$ cat src/pkg/ext_irq_pkg.sv
/*
  Shared constants and carrier types for the external interrupt control
  block: register indices, reset values, bit positions and CPU-side structs.
  Assumes a byte-wide register file seen as one 32-bit word per register.
*/
package ext_irq_pkg;

  // Register indices; byte address is four times the index
  localparam logic [7:0] IDX_CENTRAL = 8'hE6;
  localparam logic [7:0] IDX_EDGE = 8'hF2;
  localparam logic [7:0] IDX_PEND = 8'hF3;
  localparam logic [7:0] IDX_MASK = 8'hF4;
  localparam logic [7:0] IDX_PRIO = 8'hF5;
  localparam logic [7:0] IDX_VECTOR = 8'hF6;
  localparam logic [7:0] IDX_NESTED = 8'hF7;
  localparam logic [7:0] IDX_WAKE_CTRL = 8'hF9;
  localparam logic [7:0] IDX_WAKE_MASK_LO = 8'hFA;
  localparam logic [7:0] IDX_WAKE_MASK_HI = 8'hFB;
  localparam logic [7:0] IDX_WAKE_EDGE_LO = 8'hFC;
  localparam logic [7:0] IDX_WAKE_EDGE_HI = 8'hFD;
  localparam logic [7:0] IDX_WAKE_PEND_LO = 8'hFE;
  localparam logic [7:0] IDX_WAKE_PEND_HI = 8'hFF;

  // Reset values
  localparam logic [7:0] RST_CENTRAL = 8'h87;
  localparam logic [7:0] RST_PRIO = 8'hFF;
  localparam logic [3:0] RST_VECTOR_LO = 4'h6;

  // Central control bit positions
  localparam int B_CNT_EN = 7;
  localparam int B_TOP_PEND = 6;
  localparam int B_TLSEL = 5;
  localparam int B_IRQ_EN = 4;
  localparam int B_ARB_MODE = 3;
  // Vector register low-nibble bit positions
  localparam int B_TLEDGE = 3;
  localparam int B_TLSRC = 2;
  localparam int B_A0SRC = 1;
  localparam int B_WAIT_EN = 0;
  // Nested control and wake control bit positions
  localparam int B_UNMASK = 7;
  localparam int B_D1SRC = 1;
  localparam int B_WAKEMODE = 0;

  localparam logic [2:0] PRIO_LOWEST = 3'h7;
  localparam logic [2:0] ARB_PERIOD_M1 = 3'h4;  // Five-cycle arbitration

  // Acknowledge and flow strobes from the CPU core, one-cycle pulses
  typedef struct packed {
    logic ack;
    logic iret;
    logic iretTop;
    logic ei;
    logic di;
  } cpu_ack_t;

  // Arbitration result presented to the CPU core
  typedef struct packed {
    logic req;
    logic top;
    logic [2:0] chan;
    logic [2:0] prio;
    logic [7:0] vector;
  } irq_req_t;

endpackage

$ cat src/hw/ext_irq_ctrl.sv
/*
  Central and external interrupt control: registers on classic Wishbone,
  eight external channels, top-level gating, five-cycle arbitration, nested
  hold levels and the sixteen-line wake/interrupt extension feeding D1.
  Assumes the CPU pulses cpuAck.ack only while irqOut.req is high, and that
  all pins are synchronous to ref_clk.
*/
// How it works
// - Central bit 7 drives the multifunction timer enable output.
// - Top pending set by event or software one, cleared on top acknowledge.
// - Select one: needs pending plus enable or unmaskable; select zero: pending plus unmaskable.
// - Enable cleared by entry, set by return, except top; EI/DI too.
// - Arbitration mode: zero concurrent, one nested; only software changes it.
// - Three-bit current priority, zero highest; nested hardware updates it.
// - Per-channel edge bit: zero falling, one rising; D1 bit7, A0 bit0.
// - Channel pending set on edge or software one, cleared on acknowledge.
// - Channel mask zero blocks; one allows request when pending and enable.
// - Pair priority: two register bits high, channel index as low bit.
// - Vector upper nibble forms vector with channel; not reset.
// - Top edge bit: zero falling, one rising on the unmaskable input.
// - Top source bit: zero watchdog end of count, one unmaskable input.
// - A0 source bit: zero watchdog end of count, one external pin.
// - Wait enable bit gates the memory wait input.
// - Unmaskable bit set by software, cleared only by reset.
// - Nested: hold bit set on preemption, cleared when return resumes it.
// - Sixteen extra lines act as the D1 channel source.
// - Each extra line has its own mask and edge polarity; mode selectable.
// - Source select swaps D1 from standard pin to extra lines.
// - Arbitration samples pending requests once every five cycles.
module ext_irq_ctrl
  import ext_irq_pkg::*;
#(
  parameter int ADR_W = 10,
  parameter int WAKE_LINES = 16
)
(
  input wire logic ref_clk,
  input wire logic reset,
  input wire logic wb_cyc_i,
  input wire logic wb_stb_i,
  input wire logic wb_we_i,
  input wire logic [ADR_W-1:0] wb_adr_i,
  input wire logic [3:0] wb_sel_i,
  input wire logic [31:0] wb_dat_i,
  output logic [31:0] wb_dat_o,
  output logic wb_ack_o,
  input wire logic [7:0] extPins,
  input wire logic nmiPin,
  input wire logic watchdogEoc,
  input wire logic [WAKE_LINES-1:0] wakeLines,
  input wire logic memWaitPin,
  input wire cpu_ack_t cpuAck,
  output irq_req_t irqOut,
  output logic timerEnable,
  output logic memWaitStretch,
  output logic wakeupEvent
);

  // Lowest set hold bit is the most recently preempted routine
  function automatic logic [2:0] lowestSet(input logic [6:0] v);
    logic [2:0] r;
    r = PRIO_LOWEST;
    for (int i = 6; i >= 0; i--)
    begin
      if (v[i])
        r = 3'(i);
    end
    return r;
  endfunction

  // Three-bit priority of channel k from the pair register
  function automatic logic [2:0] chanPrio(input logic [7:0] pl, input int k);
    return {pl[2 * (k / 2) + 1], pl[2 * (k / 2)], k[0]};
  endfunction

  ////////////////////////////////////////////////////////////////////////////
  // Register storage

  logic ack_ff;
  logic [31:0] rdData_ff;
  logic cntEn_ff, topPend_ff, tlSel_ff, irqEn_ff, arbMode_ff;
  logic [2:0] curPrio_ff;
  logic [7:0] edge_ff, pend_ff, mask_ff, prio_ff;
  logic [3:0] vecHi_ff;
  logic [3:0] vecLo_ff;
  logic unmask_ff;
  logic [6:0] hold_ff;
  logic [1:0] wakeCtrl_ff;
  logic [WAKE_LINES-1:0] wakeMask_ff, wakeEdge_ff, wakePend_ff;
  logic [2:0] arbCnt_ff;
  irq_req_t irq_ff;

  ////////////////////////////////////////////////////////////////////////////
  // Wishbone slave decode

  wire [7:0] regIdx = wb_adr_i[9:2];
  wire busReq = wb_cyc_i & wb_stb_i;
  // Write lands on the edge where the master sees ack
  wire wbWrite = busReq & wb_we_i & ack_ff & wb_sel_i[0];
  wire [7:0] wd = wb_dat_i[7:0];
  wire wrCentral = wbWrite & (regIdx == IDX_CENTRAL);
  wire wrEdge = wbWrite & (regIdx == IDX_EDGE);
  wire wrPend = wbWrite & (regIdx == IDX_PEND);
  wire wrMask = wbWrite & (regIdx == IDX_MASK);
  wire wrPrio = wbWrite & (regIdx == IDX_PRIO);
  wire wrVector = wbWrite & (regIdx == IDX_VECTOR);
  wire wrNested = wbWrite & (regIdx == IDX_NESTED);
  wire wrWakeCtrl = wbWrite & (regIdx == IDX_WAKE_CTRL);
  wire wrWMaskLo = wbWrite & (regIdx == IDX_WAKE_MASK_LO);
  wire wrWMaskHi = wbWrite & (regIdx == IDX_WAKE_MASK_HI);
  wire wrWEdgeLo = wbWrite & (regIdx == IDX_WAKE_EDGE_LO);
  wire wrWEdgeHi = wbWrite & (regIdx == IDX_WAKE_EDGE_HI);
  wire wrWPendLo = wbWrite & (regIdx == IDX_WAKE_PEND_LO);
  wire wrWPendHi = wbWrite & (regIdx == IDX_WAKE_PEND_HI);

  wire [7:0] centralRd = {cntEn_ff, topPend_ff, tlSel_ff, irqEn_ff, arbMode_ff, curPrio_ff};
  // Read select; unmapped indices read zero but still acknowledge
  wire [7:0] rdByte =
    (regIdx == IDX_CENTRAL) ? centralRd :
    (regIdx == IDX_EDGE) ? edge_ff :
    (regIdx == IDX_PEND) ? pend_ff :
    (regIdx == IDX_MASK) ? mask_ff :
    (regIdx == IDX_PRIO) ? prio_ff :
    (regIdx == IDX_VECTOR) ? {vecHi_ff, vecLo_ff} :
    (regIdx == IDX_NESTED) ? {unmask_ff, hold_ff} :
    (regIdx == IDX_WAKE_CTRL) ? {6'h00, wakeCtrl_ff} :
    (regIdx == IDX_WAKE_MASK_LO) ? wakeMask_ff[7:0] :
    (regIdx == IDX_WAKE_MASK_HI) ? wakeMask_ff[15:8] :
    (regIdx == IDX_WAKE_EDGE_LO) ? wakeEdge_ff[7:0] :
    (regIdx == IDX_WAKE_EDGE_HI) ? wakeEdge_ff[15:8] :
    (regIdx == IDX_WAKE_PEND_LO) ? wakePend_ff[7:0] :
    (regIdx == IDX_WAKE_PEND_HI) ? wakePend_ff[15:8] : 8'h00;

  // One wait state; ack drops the cycle after it is given
  always_ff @(posedge ref_clk)
  begin
    if (reset)
    begin
      ack_ff <= 1'b0;
      rdData_ff <= 32'h0000_0000;
    end
    else
    begin
      ack_ff <= busReq & ~ack_ff;
      if (busReq & ~ack_ff)
        rdData_ff <= {24'h00_0000, rdByte};
    end
  end

  assign wb_ack_o = ack_ff;
  assign wb_dat_o = rdData_ff;

  ////////////////////////////////////////////////////////////////////////////
  // Sources and edge detection

  wire tlEdgeSel = vecLo_ff[B_TLEDGE];
  wire tlSrcSel = vecLo_ff[B_TLSRC];
  wire a0SrcSel = vecLo_ff[B_A0SRC];
  wire d1SrcSel = wakeCtrl_ff[B_D1SRC];
  wire wakeModeSel = wakeCtrl_ff[B_WAKEMODE];

  wire [WAKE_LINES-1:0] wakeTrig;
  wire wakeAny = |(wakePend_ff & wakeMask_ff);
  wire d1Src = d1SrcSel ? wakeAny : extPins[7];
  wire a0Src = a0SrcSel ? extPins[0] : watchdogEoc;
  wire [7:0] chanSrc = {d1Src, extPins[6:1], a0Src};
  wire [7:0] chanTrig;
  // Watchdog end of count is taken on its rising edge
  wire tlSrc = tlSrcSel ? nmiPin : watchdogEoc;
  wire tlPol = tlSrcSel ? tlEdgeSel : 1'b1;
  wire tlTrig;

  edge_detect #(.W(8)) chanEdges (
    .ref_clk(ref_clk),
    .reset(reset),
    .sigIn(chanSrc),
    .risingSel(edge_ff),
    .trig(chanTrig)
  );

  edge_detect #(.W(1)) topEdge (
    .ref_clk(ref_clk),
    .reset(reset),
    .sigIn(tlSrc),
    .risingSel(tlPol),
    .trig(tlTrig)
  );

  edge_detect #(.W(WAKE_LINES)) wakeEdges (
    .ref_clk(ref_clk),
    .reset(reset),
    .sigIn(wakeLines),
    .risingSel(wakeEdge_ff),
    .trig(wakeTrig)
  );

  ////////////////////////////////////////////////////////////////////////////
  // Arbitration

  // Request gating for the top level
  wire topReq = topPend_ff & (unmask_ff | (tlSel_ff & irqEn_ff));
  wire [7:0] cand = pend_ff & mask_ff & {8{irqEn_ff}};

  logic anyCand;
  logic [2:0] winChan;
  logic [2:0] winPrio;
  // Lowest priority number wins; ties go to the lower channel index
  always_comb
  begin
    anyCand = 1'b0;
    winChan = 3'h0;
    winPrio = PRIO_LOWEST;
    for (int k = 0; k < 8; k++)
    begin
      if (cand[k] && (!anyCand || chanPrio(prio_ff, k) < winPrio))
      begin
        anyCand = 1'b1;
        winChan = 3'(k);
        winPrio = chanPrio(prio_ff, k);
      end
    end
  end

  wire grantChan = anyCand & (winPrio < curPrio_ff);
  wire arbTick = (arbCnt_ff == ARB_PERIOD_M1);
  wire ackTake = cpuAck.ack & irq_ff.req;
  wire ackTop = ackTake & irq_ff.top;
  wire ackChan = ackTake & ~irq_ff.top;
  wire iretChan = cpuAck.iret & ~cpuAck.iretTop;
  wire nested = arbMode_ff;
  wire [2:0] resumeLvl = lowestSet(hold_ff);
  wire [7:0] ackClr = ackChan ? (8'h01 << irq_ff.chan) : 8'h00;

  // Five-cycle sampling divider
  always_ff @(posedge ref_clk)
  begin
    if (reset)
      arbCnt_ff <= 3'h0;
    else
      arbCnt_ff <= arbTick ? 3'h0 : arbCnt_ff + 3'h1;
  end

  // Grant stands until acknowledged or the next sample; ack wins over a tick
  always_ff @(posedge ref_clk)
  begin
    if (reset)
      irq_ff <= '0;
    else if (ackTake)
      irq_ff.req <= 1'b0;
    else if (arbTick)
    begin
      irq_ff.req <= topReq | grantChan;
      irq_ff.top <= topReq;
      irq_ff.chan <= winChan;
      irq_ff.prio <= winPrio;
      irq_ff.vector <= {vecHi_ff, winChan, 1'b0};
    end
  end

  assign irqOut = irq_ff;

  ////////////////////////////////////////////////////////////////////////////
  // Central control and nested state next values

  wire nxt_topPend = tlTrig | (wrCentral & wd[B_TOP_PEND]) | (topPend_ff & ~ackTop);
  // Explicit write beats flow strobes; entry and return skip the top level
  wire nxt_irqEn = wrCentral ? wd[B_IRQ_EN] :
                   cpuAck.ei ? 1'b1 :
                   cpuAck.di ? 1'b0 :
                   ackChan ? 1'b0 :
                   iretChan ? 1'b1 : irqEn_ff;
  wire [2:0] nxt_curPrio = wrCentral ? wd[2:0] :
                           (nested & ackChan) ? irq_ff.prio :
                           (nested & iretChan) ? resumeLvl : curPrio_ff;
  // Shift past bit six yields zero, so level seven holds nothing
  wire [6:0] holdSet = (nested & ackChan) ? (7'h01 << curPrio_ff) : 7'h00;
  wire [6:0] holdClr = (nested & iretChan) ? (7'h01 << resumeLvl) : 7'h00;
  wire [6:0] nxt_hold = (hold_ff & ~holdClr) | holdSet;
  // Pending: write stores the byte; a same-cycle edge still wins
  wire [7:0] nxt_pend = chanTrig | (wrPend ? wd : (pend_ff & ~ackClr));
  wire [WAKE_LINES-1:0] wakeSet = wakeTrig & {WAKE_LINES{d1SrcSel}};
  wire [WAKE_LINES-1:0] wakeWr = {wrWPendHi ? wd : wakePend_ff[15:8],
                                  wrWPendLo ? wd : wakePend_ff[7:0]};
  wire [WAKE_LINES-1:0] nxt_wakePend = wakeSet | wakeWr;

  always_ff @(posedge ref_clk)
  begin
    if (reset)
    begin
      {cntEn_ff, topPend_ff, tlSel_ff, irqEn_ff, arbMode_ff, curPrio_ff} <= RST_CENTRAL;
      hold_ff <= 7'h00;
      pend_ff <= 8'h00;
      wakePend_ff <= '0;
    end
    else
    begin
      topPend_ff <= nxt_topPend;
      irqEn_ff <= nxt_irqEn;
      curPrio_ff <= nxt_curPrio;
      hold_ff <= nxt_hold;
      pend_ff <= nxt_pend;
      wakePend_ff <= nxt_wakePend;
      if (wrCentral)
      begin
        cntEn_ff <= wd[B_CNT_EN];
        tlSel_ff <= wd[B_TLSEL];
        arbMode_ff <= wd[B_ARB_MODE];
      end
    end
  end

  ////////////////////////////////////////////////////////////////////////////
  // Plain software registers

  always_ff @(posedge ref_clk)
  begin
    if (reset)
    begin
      edge_ff <= 8'h00;
      mask_ff <= 8'h00;
      prio_ff <= RST_PRIO;
      vecLo_ff <= RST_VECTOR_LO;
      unmask_ff <= 1'b0;
      wakeCtrl_ff <= 2'h0;
      wakeMask_ff <= '0;
      wakeEdge_ff <= '0;
    end
    else
    begin
      if (wrEdge)
        edge_ff <= wd;
      if (wrMask)
        mask_ff <= wd;
      if (wrPrio)
        prio_ff <= wd;
      if (wrVector)
        vecLo_ff <= wd[3:0];
      if (wrNested & wd[B_UNMASK])
        unmask_ff <= 1'b1;
      if (wrWakeCtrl)
        wakeCtrl_ff <= wd[1:0];
      if (wrWMaskLo)
        wakeMask_ff[7:0] <= wd;
      if (wrWMaskHi)
        wakeMask_ff[15:8] <= wd;
      if (wrWEdgeLo)
        wakeEdge_ff[7:0] <= wd;
      if (wrWEdgeHi)
        wakeEdge_ff[15:8] <= wd;
    end
  end

  // Vector nibble deliberately left without reset
  always_ff @(posedge ref_clk)
  begin
    if (wrVector)
      vecHi_ff <= wd[7:4];
  end

  assign timerEnable = cntEn_ff;
  assign memWaitStretch = memWaitPin & vecLo_ff[B_WAIT_EN];
  // Wake signalling only in wake mode; interrupt path is through D1
  assign wakeupEvent = wakeModeSel & wakeAny;
endmodule

$ cat src/hw/edge_detect.sv
/*
  Per-bit edge detector with selectable polarity, producing one-cycle pulses.
  Assumes inputs already synchronous to ref_clk.
*/
module edge_detect
  import ext_irq_pkg::*;
#(
  parameter int W = 8
)
(
  input wire logic ref_clk,
  input wire logic reset,
  input wire logic [W-1:0] sigIn,
  input wire logic [W-1:0] risingSel,
  output logic [W-1:0] trig
);

  logic [W-1:0] prev_ff;
  logic armed_ff;

  // History register; armed only after one sample so reset gives no edge
  always_ff @(posedge ref_clk)
  begin
    if (reset)
    begin
      prev_ff <= '0;
      armed_ff <= 1'b0;
    end
    else
    begin
      prev_ff <= sigIn;
      armed_ff <= 1'b1;
    end
  end

  // Rising where selected, falling elsewhere
  assign trig = {W{armed_ff}} & ((risingSel & sigIn & ~prev_ff) |
                                 (~risingSel & ~sigIn & prev_ff));

endmodule

$ cat config.mk
export PLATFORM = sky130hd
export DESIGN_NAME = ext_irq_ctrl
export DESIGN_NICKNAME = d
export VERILOG_FILES = /design/src/pkg/ext_irq_pkg.sv /design/src/hw/ext_irq_ctrl.sv /design/src/hw/edge_detect.sv
export SDC_FILE = /design/constraint.sdc
export NUM_CORES = 1
export LEC_CHECK = 0
export BUFFER_PORTS_ARGS = -buffer_cell sky130_fd_sc_hd__buf_4
export CAP_MARGIN = 20
export CORE_MARGIN = 4
export CORE_UTILIZATION = 50
export CTS_CLUSTER_DIAMETER = 50
export DETAILED_ROUTE_END_ITERATION = 8
export PLACE_DENSITY = 0.76
export SYNTH_ARGS = -nofsm -noshare
export SYNTH_HDL_FRONTEND = slang
export SYNTH_SLANG_ARGS = --single-unit
$ cat constraint.sdc
create_clock -name ref_clk -period 10.55 [get_ports ref_clk]
set_clock_uncertainty 0.05 [all_clocks]
set_input_delay 2.11 -clock ref_clk [delete_from_list [all_inputs] [get_ports ref_clk]]
set_output_delay 2.11 -clock ref_clk [all_outputs]
set_load 0.02 [all_outputs]
# After elaboration in Yosys (flattened, before gate mapping)
# Index checks and enable logic that the tools add are counted.
# Widths: inputs -> output; s select.
classes:
  n_addsub: 1
  n_lt_le_gt_ge: 8
  n_eq_ne: 15
  n_shift: 3
  n_mux: 63
  bitwise: 80
  reduce_logical: 27
ops:
  columns: ["cell", "n"]
  rows:
  - ["$mux 8", 18]
  - ["$and 16x16->16", 7]
  - ["$eq 8x8->1 const B", 14]
  - ["$mux 3", 23]
  - ["$and 8x8->8", 8]
  - ["$not 16->16", 3]
  - ["$and 1x1->1", 38]
  - ["$not 8->8", 4]
  - ["$or 16x16->16", 2]
  - ["$lt 3x3->1", 8]
  - ["$mux 1", 20]
  - ["$or 8x8->8", 2]
  - ["$reduce_or 16->1", 1]
  - ["$mux 7", 2]
  - ["$shl 1x3->7 const A", 2]
  - ["$not 1->1", 8]
  - ["$shl 1x3->8 const A", 1]
  - ["$and 7x7->7", 1]
  - ["$logic_and 1x1->1", 7]
  - ["$logic_not 1->1", 7]
  - ["$logic_or 1x1->1", 7]
  - ["$not 7->7", 1]
  - ["$or 7x7->7", 1]
  - ["$or 1x1->1", 5]
  - ["6 further kinds", 7]
word_totals:
  regBits: 159
  in_bits: 83
  out_inout_bits: 52

# Depth between registers and ports, before layout
# Gate-level depths: netlist of the first run.
logic_depth:
  ltp_word: 34
  depth_mapped: 43

# Hierarchy
# From an unflattened synthesis of the first run, not the netlist that was laid out.
hier_totals:
  cells_unflattened: 1003
  area_unflattened_um2: 8460.6
by_module_without_submodules:
  columns: ["module", "instances", "cells_per_inst", "area_each_um2", "seq_area_each_um2"]
  rows:
  - ["ext_irq_ctrl", 1, 867, 7084.3, 2642.5]
  - ["edge_detect at wakeEdges", 1, 86, 862.1, 340.3]
  - ["edge_detect at chanEdges", 1, 43, 439.2, 180.2]
  - ["edge_detect at topEdge", 1, 7, 75.1, 40.0]

# Worst setup path before layout of the first run
# Ideal clock, no wire load.
synth_timing:
  path_type: "register to register"
  start: "register irqEn_ff"
  end: "register irq_ff (netlist bit irqOut[15])"
  arrival_time_ns: 7.850
  required_time_ns: 10.414
  setup_slack_ns: 2.564
  path_stages_with_launch: 41
  path_buffers: 2
  period_less_slack_ns: 7.986
  path_cell_list: "dfxtp_1 -> buf_4 -> clkbuf_1 -> nand2_1 -> nor2_1 -> ha_1 -> a21oi_1 -> o211ai_1 -> a21oi_1 -> inv_1 -> ha_1 -> or3_1 -> o31ai_1 -> nand2_1 -> o21ai_0 -> inv_1 -> ha_1 -> nand3_1 -> (+5 left out) -> a21o_1 -> nand2_1 -> nor2_1 -> mux2_2 -> inv_1 -> ha_1 -> a21oi_1 -> o21ai_0 -> a41o_1 -> mux2i_1 -> ha_1 -> nor2_1 -> a211oi_1 -> o31a_1 -> mux2_4 -> ha_1 -> a221o_1 -> a211oi_1"
synth_between:
  elab_chain_len: 33
synth_lines:
  columns: ["item", "line", "text"]
  rows:
  - ["start: declaration", "ext_irq_ctrl.sv:81", "logic cntEn_ff, topPend_ff, tlSel_ff, irqEn_ff, arbMode_ff;"]
  - ["start signal: assignment", "ext_irq_ctrl.sv:298", "irqEn_ff <= nxt_irqEn;"]
  - ["$and 8x8->8 (*)", "ext_irq_ctrl.sv:202", "wire [7:0] cand = pend_ff & mask_ff & {8{irqEn_ff}};"]
  - ["$mux 3 / $mux 1 (equally long branches)", "ext_irq_ctrl.sv:215", "if (cand[k] && (!anyCand || chanPrio(prio_ff, k) < winPrio))"]
  - ["$lt 3x3->1 / $logic_not 1->1 (equally long branches)", "ext_irq_ctrl.sv:215", null]
  - ["$logic_or 1x1->1", "ext_irq_ctrl.sv:215", null]
  - ["$logic_and 1x1->1", "ext_irq_ctrl.sv:215", null]
  - ["$mux 3 / $mux 1 (equally long branches)", "ext_irq_ctrl.sv:215", null]
  - ["$lt 3x3->1 / $logic_not 1->1 (equally long branches)", "ext_irq_ctrl.sv:215", null]
  - ["$logic_or 1x1->1", "ext_irq_ctrl.sv:215", null]
  - ["(+18 left out)", null, null]
  - ["$lt 3x3->1 / $logic_not 1->1 (equally long branches)", "ext_irq_ctrl.sv:215", null]
  - ["$logic_or 1x1->1", "ext_irq_ctrl.sv:215", null]
  - ["$logic_and 1x1->1", "ext_irq_ctrl.sv:215", null]
  - ["$mux 3 (*)", "ext_irq_ctrl.sv:215", null]
  - ["named net winPrio[2]", "ext_irq_ctrl.sv:206", "logic [2:0] winPrio;"]
  - ["$lt 3x3->1 (*)", "ext_irq_ctrl.sv:224", "wire grantChan = anyCand & (winPrio < curPrio_ff);"]
  - ["$and 1x1->1 (*)", "ext_irq_ctrl.sv:224", null]
  - ["$or 1x1->1 (*)", "ext_irq_ctrl.sv:252", "irq_ff.req <= topReq | grantChan;"]
  - ["end: declaration", "ext_irq_ctrl.sv:91", "irq_req_t irq_ff;"]
# The timed path passes the listed nets; every way through them passes the cells marked *.
# A chain may end at the register's enable or synchronous reset.

# Worst setup path in the final report of the first run
# Ends and elaborated chain as after synthesis.

==> results_dict.tcl, run 1 <==
set metrics [dict create \
    cts_sinks 156 \
    clk_latency_ps 430 \
    cts_resized 0 \
    tightest_slew_ps 1110 \
    synth_area_leaders "dfxtp_1, nand2_1, nor2_1" \
    final.setup.tns_ps 0 \
    io_buffers 80 \
    path_buf_inv 3 \
    drt_pre_antenna_iters 5 \
    synth_top_area_share_pct 38.8 \
    clock_path_buffers 2 \
    cts_buffers 17 \
    crit_type "flop to flop" \
    path_common_cell "ha_1" \
    cts_max_level 4 \
    io_pins 135 \
    netlist_instances 1007 \
    wl_per_cell_um 18.4 \
    whs_ps 414 \
    fp-row-count 45 \
    overflow 0 \
    start_util_pct 51.4 \
    diodes 0 \
    die_y_um 133 \
    worst-path-max-fanout 17 \
    syn_to_final_growth_pct 16.2 \
    rsz0062_at_grt "false" \
    coreArea_mm2 0.0153 \
    worst_path_dominant_cell_family "compound AO/OA/AOI/OAI gates" \
    syn_area_per_cell_um2 7.79 \
    min_period_ps 9150 \
    gp_congestion 0.947 \
    postSynth.asyncResetShare_pct 0 \
    ir_drop_v 0.000111 \
    cts_hold_buf 0 \
    min_period_over_period_pct 86.8 \
    fmaxAchievable_ghz 0.109 \
    dp_hpwl_mm 16.8 \
    dp_cells 1255 \
    postLayoutCellArea_mm2 0.00911 \
    max-slew-margin-rel_pct 25.7 \
    netlist_area_mm2 0.00784 \
    ant_nets 0 \
    grt_pass1_wl_mm 37.1 \
    report.final.slew_viol_count 0 \
    vias_per_cell 6.04 \
    critPathSlowestCell "dfxtp_1" \
    fin_nets 1161 \
    num_vias 7778 \
    synth_edf_count 4 \
    power_density_mw_per_mm2 146 \
    path_clk_slew_ps 60 \
    setup_viol 0 \
    place_area_mm2 0.00847 \
    total_power_mw 1.33 \
    drt_iter0_drc 816 \
    seq_area_frac_synth_pct 40.3 \
    grt_max_degree 108 \
    cp.required_ps 10840 \
    finalNonFillerCells 1288 \
    final_util_pct 59.7 \
    drt-total-wl_mm 23.7 \
    cts_setup_buffers 0 \
    antenna_found_initial 0 \
    drv_cap 0 \
    hp-class "flop to flop" \
    p_leak_nw 3.46 \
    cts_tree "built" \
    grt_pass1_vias 7091 \
    synth-seq-cells 156 \
    die_area_mm2 0.0178 \
    die_x_um 133 \
    status "finished clean" \
    hold_violations 0 \
    end_kind "flop" \
    start_kind "flop" \
    yosysTopAreaCell "dfxtp_1" \
    drc 0 \
    gr-usage-all-layers_pct 26.2 \
    cp_slowest_stage_delay_ps 680 \
    final_cell_mix "nand2_1, dfxtp_1, nor2_1, buf_4, a21oi_1" \
    final_common_cell "nand2_1" \
    drive_above_1_share_pct 12.7 \
    root_buffer "clkbuf_16" \
    place_ws_ps 1660 \
    crit_arrival_ps 9450 \
    timing.final.ws_setup_ps 1400 \
    ys_warn_count 0 \
    ys.flop_type "dfxtp_1" \
    synth_cell_types 57 \
]
==> where the power goes <==
group,leakage [nW],internal (mW),switching [mW],total (mW)
logic,1.91,0.0332,0.0560,0.0892
registers,1.27,0.603,0.00963,0.612
clock network,0.279,0.381,0.245,0.626
==> final timing paths <==
path / start / end / slack [ps] / cells after the start
max: irqEn_ff / irqOut[15] / 1400 / 38
min: irqOut[7] / irqOut[7] / 410 / 2
max reg2reg: irqEn_ff / irqOut[15] / 1400 / 38
min reg2reg: irqOut[7] / irqOut[7] / 410 / 2
==> Yosys cell counts, types with 3 or more instances <==
master	count
nand2_1	243
dfxtp_1	152
nor2_1	109
a21oi_1	57
o21ai_0	54
clkbuf_1	40
nand3_1	37
buf_4	29
mux2i_1	26
nor2b_1	26
a31oi_1	21
a221oi_1	20
nor3_1	17
inv_1	15
a22oi_1	13
ha_1	13
a222oi_1	9
nand4_1	8
or3_1	8
a211oi_1	7
a22o_1	7
and3_1	7
mux4_2	7
nand2b_1	7
o211ai_1	7
a311oi_1	6
and2_1	6
buf_1	6
edfxtp_1	4
o31ai_1	4
or2_2	4
a221o_1	3
nor4_1	3
==> kinds of logic after synthesis <==
logic type      after synthesis  share of synthesized area (%)
compound gates              231                           19.6
fa+ha+maj                    13                           2.07
buf+inv                      90                           5.70
flops                       156                           40.3
mux                          37                           6.00
other cells                   1                         0.0478
simple gates                479                           26.2
==> layout make-up <==
type,instances,area (um2)
Inverter,15,56.3
Multi-Input combinational cell,785,4330
Fill cell,1404,6140
Tap cell,211,264
Clock inverter,8,106
Sequential cell,156,3160
Clock buffer,23,499
Timing Repair Buffer,90,698
==> layer usage <==
metal  global-route usage (%)  up-vias  wire length (um)
met5                        0        -                 0
met4                     13.5        0              1180
met3                     6.19       80              2160
met2                     41.7      429             11000
met1                     33.3     3620              9340
li1                         -     3649                 -
==> registers in the layout, summed over array words and instances (netlist names), 3 cells and up <==
signal and count:
arbCnt_ff 3, chanEdges.prev_ff 8, curPrio_ff 3, edge_ff 8, hold_ff 7, irqOut 12, mask_ff 8, pend_ff 8
prio_ff 8, vecHi_ff 4, vecLo_ff 4, wakeEdge_ff 16, wakeEdges.prev_ff 16, wakeMask_ff 16, wakePend_ff 16, wb_dat_o 8
==> worst register-to-register path: cells and delay by family, from the launching register on <==
kind                     cells  cell delay, ps
AO/OA/AOI/OAI               15            3610
adder cells (fa/ha/maj)      7            1810
AND/OR/NAND/NOR              9            1720
multiplexers                 4            1000
flip-flops                   1             680
buffers and inverters        3             220
(Power assumes the default switching activity.)
==> inputs of run 2 (changes only) <==
Settings changed: ABC_AREA set to 1.
==> run 2 against run 1 <==
Sequential share of layout area is 0.73 points lower. Clock power is 8.5% higher. Area after synthesis is 2.1% higher. Non-clock buffer count is 4 lower. Final area is 2.2% higher. Total power is 3.9% higher. Final cell count is 11% higher. Setup slack better by 2100 ps. Register-to-register slack better by 2100 ps. Hold slack worse by 13 ps. Sequential cell count stayed put. Critical path depth is 11 higher. Critical path type unchanged. Largest cell class unchanged.
==> results_dict.tcl, run 2 <==
set metrics [dict create \
    num_vias 8034 \
    r2r_end "irqOut[15]" \
    min_to "arbCnt_ff[0]" \
    ir_drop_v 0.000119 \
    synth_commonest_cells "nand2_1, inv_1, dfxtp_1" \
    die_area_mm2 0.0181 \
    seqCellArea_mm2 0.00316 \
    syn_to_final_growth_pct 16.4 \
    multiInputGateArea_mm2 0.00396 \
    synth_area_leaders "dfxtp_1, nand2_1, inv_1" \
    critPathSlowestCell "dfxtp_1" \
    diodes 0 \
    io_buffers 80 \
    fin_nets 1304 \
    wl_per_cell_um 17.6 \
    ys_warn_count 0 \
    cts_resized 0 \
    ys.flop_type "dfxtp_1" \
    antenna_found_initial 0 \
    hold_violations 0 \
    crit_type "flop to flop" \
    synth_top_area_share_pct 38.0 \
    root_buffer "clkbuf_16" \
    fmaxAchievable_ghz 0.142 \
    setup_viol 0 \
    die_x_um 135 \
    yosysTopAreaCell "dfxtp_1" \
    min_period_ps 7060 \
    cts_tree "built" \
    clock_path_buffers 2 \
    fill_cells 1475 \
    crit-reg2reg-launch "irqEn_ff" \
    final_common_cell "nand2_1" \
    drive_above_1_share_pct 11.9 \
    gp_congestion 0.970 \
    min_delay_path_depth 1 \
    hp-class "flop to flop" \
    drc 0 \
    path_clk_slew_ps 70 \
    r2r_slack_ps 3490 \
    cts_hold_buf 0 \
    tightest_slew_ps 1060 \
    yosysMostFrequentCell "nand2_1" \
    p_leak_nw 4.11 \
    report.final.slew_viol_count 0 \
    ant_nets 0 \
    end_kind "flop" \
    postLayoutCellArea_mm2 0.00931 \
    grt_pass1_wl_mm 39.0 \
    start_util_pct 51.9 \
    min_period_over_period_pct 66.9 \
    grt_pass1_vias 7259 \
    final.setup.tns_ps 0 \
    hold_start "arbCnt_ff[0]" \
    netlist_area_mm2 0.00800 \
    synth-seq-cells 156 \
    final_cell_mix "nand2_1, inv_1, dfxtp_1, nor2_1, a21oi_1" \
    seq_area_frac_synth_pct 39.5 \
    power_density_mw_per_mm2 148 \
    crit_arrival_ps 7380 \
    drt_iter0_drc 914 \
    rsz0062_at_grt "false" \
    dp_hpwl_mm 18.4 \
    grt_max_degree 72 \
    cts_setup_buffers 0 \
    cp.required_ps 10870 \
    drv_cap 0 \
    synth_cell_types 45 \
    drt-total-wl_mm 25.2 \
    total_power_mw 1.38 \
    clk_latency_ps 440 \
    syn_area_per_cell_um2 7.01 \
    place_area_mm2 0.00866 \
    netlist_instances 1141 \
    worst-path-max-fanout 9 \
    postSynth.asyncResetShare_pct 0 \
    status "finished clean" \
    cts_sinks 156 \
    cts_max_level 4 \
    max-slew-margin-rel_pct 28.9 \
    cts_buffers 17 \
    io_pins 135 \
    synth_edf_count 4 \
    cp_slowest_stage_delay_ps 620 \
    path_common_cell "nand2_1" \
    fp-row-count 45 \
    die_y_um 135 \
    gr-usage-all-layers_pct 27.8 \
    drt_pre_antenna_iters 9 \
    vias_per_cell 5.61 \
    overflow 0 \
    r2r_cells 49 \
    coreArea_mm2 0.0154 \
    start_kind "flop" \
]
run 2: cell types whose count changed after synthesis, sizes merged, moves of 19 or more:
cell,delta
a21oi,+54
o21ai,+39
inv,+150
nor2,+19
nor2b,-26
mux2i,-24
run 2: worst max-delay path by stage:
stage                  start          to  slack [ps]
finish              irqEn_ff  irqOut[15]        3490
global route        irqEn_ff  irqOut[15]        2810
CTS                 irqEn_ff  irqOut[15]        3560
detailed placement  irqEn_ff  irqOut[15]        3600
global placement    irqEn_ff  irqOut[15]        3730
floorplan           irqEn_ff  irqOut[15]        4520
run 2: critical path: cells and delay by family, from the launching register on:
family                     cells  cell delay (ps)
buffers and inverters          4              250
adders and majority gates      7             1830
AOI/OAI and AO/OA             10             1940
and+or+nand+nor               28             2270
DFF                            1              620
run 2: cell families after synthesis:
group | share of synthesized area [%]
AOI/OAI and AO/OA | 22.6
xor gates and xnor gates | 0.109
adders and majority gates | 2.03
buffers and inverters | 12.2
DFF | 39.5
muxes | 0.250
other | 0.0469
and+or+nand+nor | 23.2
run 2: where the power goes:
part | total [mW] | switching [mW] | leakage (nW) | internal [mW]
clock | 0.679 | 0.257 | 0.300 | 0.422
sequential | 0.611 | 0.00886 | 1.27 | 0.602
combinational | 0.0894 | 0.0598 | 2.54 | 0.0296
run 2: layout make-up:
class                           count  area share, %
Inverter                          169           6.81
Clock buffer                       19           4.65
Multi-Input combinational cell    778           42.5
Sequential cell                   156           34.0
Clock inverter                     13           2.31
Tap cell                          211           2.84
Timing Repair Buffer               86           6.93
run 2: stage by stage:
stage / utilization [%] / setup slack [ps] / instances / hold WS (ps)
detailed placement: 56.2 / 3600 / 1400 / 397
global placement: 56.2 / 3730 / 1400 / 384
finish: 60.4 / 3490 / 1432 / 401
global route: 60.4 / 2810 / 1432 / 435
CTS: 60.4 / 3560 / 1432 / 410
floorplan: - / 4520 / 1165 / 367
run 2: layer usage:
layer | part of all wire (%) | routed length, um | vias to the layer above | GRT usage, %
met3 | 11 | 2790 | 73 | 7.86
met1 | 42 | 10700 | 3676 | 37.8
met4 | 3.0 | 763 | 0 | 11.2
li1 | - | - | 3887 | -
met5 | 0 | 0 | - | 0
met2 | 44 | 11000 | 398 | 41.8
